==> src/rtl/supply_monitor_pkg.sv <==
// Constants, types and register map of the supply voltage monitor
package supply_monitor_pkg;

  // Register byte offsets
  localparam logic [7:0]  CTRL_OFS         = 8'h1C;
  localparam logic [7:0]  FLAGS_OFS        = 8'h20;

  // Reset values
  localparam logic [31:0] CTRL_RESET       = 32'h0000_0004;
  localparam logic [31:0] FLAGS_RESET      = 32'h0000_0000;

  // Field positions of detector_control
  localparam int          DROOP_EN_BIT     = 0;
  localparam int          RECOV_EN_BIT     = 1;
  localparam int          POWER_DOWN_BIT   = 2;
  localparam int          DELAY_LSB        = 3;
  localparam int          THRESH_LSB       = 5;

  // Field positions of detector_event_flags
  localparam int          DROOP_FLAG_BIT   = 0;
  localparam int          RECOV_FLAG_BIT   = 1;

  // Timing
  localparam int          CLK_PERIOD_NS    = 5;
  localparam int          NS_PER_US        = 1000;
  localparam int          CYC_PER_US       = NS_PER_US / CLK_PERIOD_NS;
  localparam int          COUNT_W          = 15;

  // Qualification delay in microseconds, indexed by threshold then delay code
  localparam logic [6:0]  QUAL_US [8][4] = '{
    '{7'd7,  7'd14, 7'd29, 7'd57},
    '{7'd7,  7'd14, 7'd29, 7'd57},
    '{7'd8,  7'd16, 7'd32, 7'd63},
    '{7'd9,  7'd17, 7'd34, 7'd68},
    '{7'd9,  7'd18, 7'd36, 7'd73},
    '{7'd10, 7'd19, 7'd38, 7'd77},
    '{7'd10, 7'd20, 7'd40, 7'd80},
    '{7'd16, 7'd21, 7'd42, 7'd83}
  };

  typedef enum logic [1:0] {
    ST_OFF   = 2'b00,
    ST_WATCH = 2'b01,
    ST_LOW   = 2'b10
  } mon_state_e;

  typedef struct packed {
    logic        cyc;
    logic        stb;
    logic        we;
    logic [7:0]  adr;
    logic [3:0]  sel;
    logic [31:0] dat;
  } wb_req_s;

  typedef struct packed {
    logic        ack;
    logic [31:0] dat;
  } wb_rsp_s;

  typedef struct packed {
    logic        power_down;
    logic [2:0]  threshold_select;
  } analog_ctrl_s;

endpackage

==> src/rtl/supply_voltage_monitor.sv <==
// Supply voltage monitor: control registers, event qualification and interrupt
`timescale 1ns/1ps
// How it works
// - Threshold codes 1..7 select 2.7 to 4.5 V; code 0 reserved.
// - Two-bit delay code picks one of four qualification delays, shortest first.
// - Qualification delay comes from threshold and delay code together.
// - Comparator indications shorter than the delay are ignored entirely.
// - Supply held below threshold for the delay sets the droop event.
// - Recovery counts only after droop, once supply passes threshold plus hysteresis.
// - Power-down bit turns detector off when 1; resets to 1.
// - Control bit 1 enables the recovery interrupt.
// - Control bit 0 enables the droop interrupt.
// - Flag bit 0 shows droop; write 1 clears, write 0 ignored.
// - Flag bit 1 shows recovery; write 1 clears, write 0 ignored.
module supply_voltage_monitor
  import supply_monitor_pkg::*;
#(
  parameter int US_CYCLES = CYC_PER_US
)(
  input  wire logic                             CORE_CLK,
  input  wire logic                             RESETN,
  input  wire supply_monitor_pkg::wb_req_s      WB_REQ,
  output supply_monitor_pkg::wb_rsp_s           WB_RSP,
  input  wire logic                             CMP_BELOW,
  input  wire logic                             CMP_ABOVE,
  output supply_monitor_pkg::analog_ctrl_s      ANA_CTRL,
  output logic                                  IRQ
);
  import supply_monitor_pkg::*;

  typedef struct packed {
    logic [2:0]         threshold_select;
    logic [1:0]         delay_select;
    logic               detector_power_down;
    logic               recovery_irq_enable;
    logic               droop_irq_enable;
    logic               droop_flag;
    logic               recovery_flag;
    logic [1:0]         sync1;
    logic [1:0]         sync2;
    mon_state_e         state;
    logic [COUNT_W-1:0] count;
    logic               ack;
    logic [31:0]        rdata;
    logic               irq;
  } mon_state_s;

  localparam mon_state_s STATE_RESET = '{
    threshold_select    : CTRL_RESET[THRESH_LSB +: 3],
    delay_select        : CTRL_RESET[DELAY_LSB +: 2],
    detector_power_down : CTRL_RESET[POWER_DOWN_BIT],
    recovery_irq_enable : CTRL_RESET[RECOV_EN_BIT],
    droop_irq_enable    : CTRL_RESET[DROOP_EN_BIT],
    droop_flag          : FLAGS_RESET[DROOP_FLAG_BIT],
    recovery_flag       : FLAGS_RESET[RECOV_FLAG_BIT],
    sync1               : 2'h0,
    sync2               : 2'h0,
    state               : ST_OFF,
    count               : '0,
    ack                 : 1'b0,
    rdata               : 32'h0000_0000,
    irq                 : 1'b0
  };

  mon_state_s st_reg;
  mon_state_s st_next;

  // Reserved code 0 falls back to the lowest row; the comparator model trips at 2.4 V for it
  function automatic logic [COUNT_W-1:0] qual_cycles(input logic [2:0] th,
                                                     input logic [1:0] dl);
    qual_cycles = COUNT_W'(int'(QUAL_US[th][dl]) * US_CYCLES);
  endfunction

  function automatic logic [31:0] ctrl_word(input mon_state_s s);
    ctrl_word                     = 32'h0000_0000;
    ctrl_word[THRESH_LSB +: 3]    = s.threshold_select;
    ctrl_word[DELAY_LSB +: 2]     = s.delay_select;
    ctrl_word[POWER_DOWN_BIT]     = s.detector_power_down;
    ctrl_word[RECOV_EN_BIT]       = s.recovery_irq_enable;
    ctrl_word[DROOP_EN_BIT]       = s.droop_irq_enable;
  endfunction

  function automatic logic [31:0] flags_word(input mon_state_s s);
    flags_word                    = 32'h0000_0000;
    flags_word[DROOP_FLAG_BIT]    = s.droop_flag;
    flags_word[RECOV_FLAG_BIT]    = s.recovery_flag;
  endfunction

  logic               access;
  logic               wr_ctrl;
  logic               wr_flags;
  logic               below;
  logic               above;
  logic               set_droop;
  logic               set_recov;
  logic               clr_droop;
  logic               clr_recov;
  logic [COUNT_W-1:0] target;

  always_comb
  begin
    st_next   = st_reg;
    set_droop = 1'b0;
    set_recov = 1'b0;

    // Bus slave: one wait state, ack dropped after one cycle
    access   = WB_REQ.cyc && WB_REQ.stb && !st_reg.ack;
    wr_ctrl  = access && WB_REQ.we && WB_REQ.sel[0] && (WB_REQ.adr == CTRL_OFS);
    wr_flags = access && WB_REQ.we && WB_REQ.sel[0] && (WB_REQ.adr == FLAGS_OFS);
    st_next.ack   = access;
    st_next.rdata = 32'h0000_0000;
    if (access && !WB_REQ.we)
    begin
      if (WB_REQ.adr == CTRL_OFS)
      begin
        st_next.rdata = ctrl_word(st_reg);
      end
      else if (WB_REQ.adr == FLAGS_OFS)
      begin
        st_next.rdata = flags_word(st_reg);
      end
    end

    if (wr_ctrl)
    begin
      st_next.threshold_select    = WB_REQ.dat[THRESH_LSB +: 3];
      st_next.delay_select        = WB_REQ.dat[DELAY_LSB +: 2];
      st_next.detector_power_down = WB_REQ.dat[POWER_DOWN_BIT];
      st_next.recovery_irq_enable = WB_REQ.dat[RECOV_EN_BIT];
      st_next.droop_irq_enable    = WB_REQ.dat[DROOP_EN_BIT];
    end

    // Asynchronous comparators: first stage feeds only the second
    st_next.sync1 = {CMP_ABOVE, CMP_BELOW};
    st_next.sync2 = st_reg.sync1;
    below         = st_reg.sync2[0];
    above         = st_reg.sync2[1];
    target        = qual_cycles(st_reg.threshold_select, st_reg.delay_select);

    case (st_reg.state)
      ST_OFF:
      begin
        st_next.count = '0;
        if (!st_reg.detector_power_down)
        begin
          st_next.state = ST_WATCH;
        end
      end
      ST_WATCH:
      begin
        // Any gap in the indication restarts the qualification
        if (!below)
        begin
          st_next.count = '0;
        end
        else if (st_reg.count >= target - COUNT_W'(1))
        begin
          st_next.count = '0;
          st_next.state = ST_LOW;
          set_droop     = 1'b1;
        end
        else
        begin
          st_next.count = st_reg.count + COUNT_W'(1);
        end
      end
      ST_LOW:
      begin
        // Recovery qualified with the same delay to reject ripple
        if (!above)
        begin
          st_next.count = '0;
        end
        else if (st_reg.count >= target - COUNT_W'(1))
        begin
          st_next.count = '0;
          st_next.state = ST_WATCH;
          set_recov     = 1'b1;
        end
        else
        begin
          st_next.count = st_reg.count + COUNT_W'(1);
        end
      end
      default:
      begin
        st_next.state = ST_OFF;
        st_next.count = '0;
      end
    endcase

    if (st_reg.detector_power_down)
    begin
      st_next.state = ST_OFF;
      st_next.count = '0;
      set_droop     = 1'b0;
      set_recov     = 1'b0;
    end

    // New event beats a simultaneous clear
    clr_droop = wr_flags && WB_REQ.dat[DROOP_FLAG_BIT];
    clr_recov = wr_flags && WB_REQ.dat[RECOV_FLAG_BIT];
    st_next.droop_flag    = (st_reg.droop_flag && !clr_droop) || set_droop;
    st_next.recovery_flag = (st_reg.recovery_flag && !clr_recov) || set_recov;

    st_next.irq = (st_next.droop_flag && st_next.droop_irq_enable)
               || (st_next.recovery_flag && st_next.recovery_irq_enable);
  end

  always_ff @(posedge CORE_CLK or negedge RESETN)
  begin
    if (!RESETN)
    begin
      st_reg <= STATE_RESET;
    end
    else
    begin
      st_reg <= st_next;
    end
  end

  assign WB_RSP.ack                = st_reg.ack;
  assign WB_RSP.dat                = st_reg.rdata;
  assign ANA_CTRL.power_down       = st_reg.detector_power_down;
  assign ANA_CTRL.threshold_select = st_reg.threshold_select;
  assign IRQ                       = st_reg.irq;

endmodule // supply_voltage_monitor

==> config.mk <==
export PLATFORM = sky130hd
export DESIGN_NAME = supply_voltage_monitor
export DESIGN_NICKNAME = d
export VERILOG_FILES = /design/src/rtl/supply_monitor_pkg.sv /design/src/rtl/supply_voltage_monitor.sv
export SDC_FILE = /design/constraint.sdc
export NUM_CORES = 1
export LEC_CHECK = 0
export ABC_AREA = 1
export BUFFER_PORTS_ARGS = -buffer_cell sky130_fd_sc_hd__buf_2
export CORE_ASPECT_RATIO = 0.8
export CORE_MARGIN = 4
export CORE_UTILIZATION = 40
export CTS_BUF_LIST = sky130_fd_sc_hd__clkbuf_2 sky130_fd_sc_hd__clkbuf_4 sky130_fd_sc_hd__clkbuf_8
export DETAILED_ROUTE_END_ITERATION = 7
export GPL_TIMING_DRIVEN = 0
export HOLD_SLACK_MARGIN = 0.15
export PLACE_DENSITY = 0.59
export SYNTH_ARGS = -nofsm -noshare
export SYNTH_HDL_FRONTEND = slang
export SYNTH_SLANG_ARGS = --single-unit
export TNS_END_PERCENT = 5
==> constraint.sdc <==
create_clock -name CORE_CLK -period 13.5 [get_ports CORE_CLK]
set_clock_uncertainty 0.15 [all_clocks]
set_input_delay 2.025 -clock CORE_CLK [delete_from_list [all_inputs] [get_ports CORE_CLK]]
set_output_delay 2.025 -clock CORE_CLK [all_outputs]
set_load 0.05 [all_outputs]
## Word level (Yosys, flattened, before mapping)

Memories as Yosys holds them, arrays and structs flattened.
Cells that the tools add are included.

- Flip-flop bits (word level): 65
- Output and inout port bits: 38
- Word-level logic and storage cells: 78
- Memory bits (read-only): 224
- Memories: 1

Memories:

| name | words | width | read ports | clocked after Yosys merged registers in | write ports | line | source |
|---|---|---|---|---|---|---|---|
| (name not given) | 8 | 28 | 1 | 0 | 0 | supply_voltage_monitor.sv:71 | `qual_cycles = COUNT_W'(int'(QUAL_US[th][dl]) * US_CYCLES);` |

- Order comparisons: 3
- Add/sub/neg operators: 2
- Multipliers: 1
- Reductions and logical operators: 22
- Bitwise gates (word level): 2
- Muxes and demuxes: 25
- Equal/unequal tests: 8

Operator list:

| cell | count |
|---|---|
| $mux W28 | 2 |
| $pmux W17 S3 | 1 |
| $mux W15 | 3 |
| $mux W32 | 1 |
| $mux W17 | 1 |
| $add A15 B1 Y15 const B | 1 |
| $ge A15 B15 Y1 | 1 |
| $sub A15 B1 Y15 const B | 1 |
| $bmux W7 S2 | 1 |
| $mux W7 | 2 |
| $logic_and A1 B1 Y1 | 13 |
| $mul A7 B5 Y12 const B | 1 |
| $mux W2 | 6 |
| $ne A3 B3 Y1 const B | 4 |
| $eq A8 B5 Y1 const B | 1 |
| $eq A8 B6 Y1 const B | 1 |
| $mux W8 | 1 |
| $mux W1 | 7 |
| $ge A4 B4 Y1 const B | 1 |
| $logic_not A1 Y1 | 4 |
| $not A3 Y4 | 1 |
| $reduce_and A4 Y1 | 1 |
| $ge A3 B3 Y1 const B | 1 |
| $logic_or A1 B1 Y1 | 3 |
| 4 further kinds | 4 |

## Longest topological paths before layout

- Depth after elaboration: 17
- Gate-level depth with buffers: 36

## Worst setup path after synthesis

OpenSTA, ideal clock, no wires.

- Kind: register to register
- Start point: reg st_reg (netlist bit ANA_CTRL[1])
- End point: reg st_reg[40] in the netlist's numbering
- Period minus slack after synthesis: 4.909 ns
- Slack: 8.591 ns
- Buffers on the path: 1
- Setup time: 0.120 ns
- Required time: 13.230 ns
- Cell stages (with the launch flop): 34
- Arrival time: 4.639 ns
- Cell sequence: dfrtp_1 -> inv_2 -> ha_1 -> nor2_1 -> nor2_1 -> nor2_1 -> nand2_1 -> nand2_2 -> inv_1 -> ha_1 -> ha_1 -> inv_1 -> fa_1 -> inv_1 -> ha_1 -> nand2_1 -> nand2_1 -> inv_2 -> nand2_1 -> nand2_1 -> nand2_2 -> nand2_1 -> nor3_2 -> nand2_1 -> nand2_1 -> nand2_1 -> ha_1 -> nand4_1 -> nor2_1 -> nand4_1 -> nand3_1 -> o21bai_4 -> buf_6 -> nor2_1

RTL lines:

| what | line | source |
|---|---|---|
| start, declared | supply_voltage_monitor.sv:65 | `mon_state_s st_reg;` |
| start signal, assigned | supply_voltage_monitor.sv:218 | `st_reg <= st_next;` |

==> qor.yml <==
run_status: "completed"
p_leak_nw: 2.30
path_max_fanout: 10
gp_congestion: 0.800
min_period_over_period: 0.420
worst_slew_pin_slew_ns: 0.903
wl_mm: 7.24
cp_common_cell: "nand2_1"
worstHoldPathType: "flop to flop"
post-route-min-period_ns: 5.67
drcViolationCount: 0
arrival_ns: 5.74
cts_hold_buf: 0
rr_endpoint: "st_reg[44]"
yosys.area.top_type: "dfrtp_1"
cts.sinks: 41
synth_top_area_share: 0.267
syn_area_sq_um: 3750
setup_viol: 0
wl_per_cell_um: 11.2
core_sq_um: 9080
area_delta_synth_final_pct: 13.5
worstPathRequired_ns: 13.57
ys_ff_latch: 41
reg2reg_slack_ns: 7.83
dieWidth_um: 116
overflow: 0
die_h_um: 94.6
rows: 31
drive_gt1_frac: 0.253
grt_pass1_wl_mm: 12.7
power_frac_comb: 0.217
start_kind: "flop"
dpl-instance-area_sq_um: 4160
max_slew_margin: 0.398
nFillCells: 885
largest_reg_flops: 23
viasPerCell: 4.61
cts_max_level: 2
grt_max_degree: 42
holdWs_ns: 0.207
drv_cap: 0
synth_warnings: 0
placedCellCount: 636
ff_latch_area_sq_um: 1030
cts_buffer_depth: 2
syn_inst: 461
drt_iter0_markers: 125
start_util: 0.413
final_cell_area_sq_um: 4260
cts_tree: "done"
switching_share: 0.313
p_clk_frac: 0.303
reg2reg_depth: 29
finalHoldViolations: 0
fin_tns_setup_ns: 0
post-cts-setup-buffer-count: 0
ant_nets: 0
switching_power_uw: 83.4
post_cts_resized: 0
dp_hpwl_mm: 5.93
critical_path.startpoint: "ANA_CTRL[0]"
worst_skew_pair.late_latency_ns: 0.29
io_buffers: 37
endpoint: "st_reg[44]"
root_buffer: "clkbuf_8"
antenna_found_initial: 0
die_area_sq_um: 11000
crit_type: "flop to flop"
clock.fmax_mhz: 176
rsz0062_at_grt: "false"
antenna_cells: 0
multi_input_area_sq_um: 2240
power.internal_uw: 183
vdd_drop_max_mv: 0.0548
io_pins: 89
grt_pass1_vias: 2894
cpMaxStageDelayCell: "fa_1"
r2r-start: "ANA_CTRL[0]"
netlist_top_cells_area: "dfrtp_1 (27%), ha_1 (16%), nand2_1 (8.3%), buf_4 (7.4%), inv_1 (5.1%)"
drt_pass1_iterations: 4
synth.distinct_cells: 48
vias: 2966
nNetsFinal: 629
slew_violations: 0
worstSetupEndpointType: "flop"
finalNonFillerCells: 644
p_seq_frac: 0.480
synth_seq_area_share: 0.274
cpPeakStageDelay_ns: 0.53
powerDensity_nw_per_um2: 62.6
syn_avg_cell_area_sq_um: 8.13
cts_buffers: 5
grt_use_total: 0.143
clk_pin_slew_ns: 0.08
## how the worst min path moves through the flow
| stage | start | end | slack (ns) | cells past startpoint |
|---|---|---|---|---|
| floorplan | st_next[52] | above | 0.18 | 0 |
| global placement | st_next[52] | above | 0.18 | 0 |
| detailed placement | st_next[52] | above | 0.20 | 0 |
| CTS | st_next[52] | above | 0.21 | 0 |
| global route | st_next[52] | above | 0.22 | 0 |
| finish | st_next[52] | above | 0.21 | 0 |
## synth_stat cells, drive strengths merged
master,n
a22oi,1
fa,2
xor2,17
and3,1
nand3b,3
ha,48
nand2,94
o22ai,1
nand2b,1
a31o,1
inv,55
buf,44
nand3,24
a31oi,2
nand4,11
nor3,10
o21bai,1
nor4,2
or2,1
dfstp,1
a32o,1
nor2,50
mux2,6
conb,1
xnor2,6
dfrtp,40
o21ai,17
o211ai,1
a21oi,19
## per-stage QoR
stage / util / power, mW / worst slack [ns]
after detailed placement: 0.459 / 0.188 / 7.84
after global routing: 0.469 / 0.283 / 7.30
final: 0.469 / 0.267 / 7.83
after global placement: 0.459 / 0.187 / 7.94
after CTS: 0.469 / 0.270 / 7.82
after floorplan: - / 0.176 / 8.59
## metal layers
layer	up-vias	track usage	part of all wire
met5	-	0	0
met3	7	0.0237	0.038
li1	1568	-	-
met1	1341	0.194	0.50
met2	50	0.233	0.45
met4	0	0.0406	0.013
## placed cells by master, fill, tap and decap left out, types with 11 or more instances in the layout
cell type  count
ha_1          48
nand4_1       11
conb_1        24
xor2_1        16
dfrtp_1       40
inv_1         51
nand2_1       83
o21ai_0       12
a21oi_1       16
buf_2         38
buf_4         37
nand3_1       20
nor2_1        44
## critical path: cells and delay by family, from the launching register on
kind            cells  cell delay, ns
flops               1            0.51
compound gates      6            1.24
fa+ha+maj           6            2.05
simple gates       13            1.34
buf+inv             4            0.28
## cell families after synthesis
kind of cell    after synthesis  share of synthesized area
buf+inv                      99                      0.150
compound gates               44                     0.0761
other cells                   1                    0.00100
simple gates                197                      0.254
mux                           6                     0.0180
fa+ha+maj                    50                      0.171
xor+xnor                     23                     0.0557
flops                        41                      0.274
## layout make-up
| cell class | instances | share of cell area |
|---|---|---|
| Multi-Input combinational cell | 344 | 0.527 |
| Sequential cell | 41 | 0.241 |
| Buffer | 44 | 0.0832 |
| Inverter | 55 | 0.0491 |
| Timing Repair Buffer | 37 | 0.0435 |
| Tap cell | 115 | 0.0338 |
| Clock buffer | 6 | 0.0179 |
| Clock inverter | 2 | 0.00353 |
## power by group through the flow
stage	registers [mW]	clock network (mW)	logic, mW
2_1_floorplan	0.130	0	0.0462
3_3_place_gp	0.130	0	0.0569
3_5_place_dp	0.130	0	0.0578
4_1_cts	0.128	0.0842	0.0581
5_1_grt	0.128	0.0903	0.0643
6_report	0.128	0.0808	0.0577
Power figures use the tool's default switching activity.
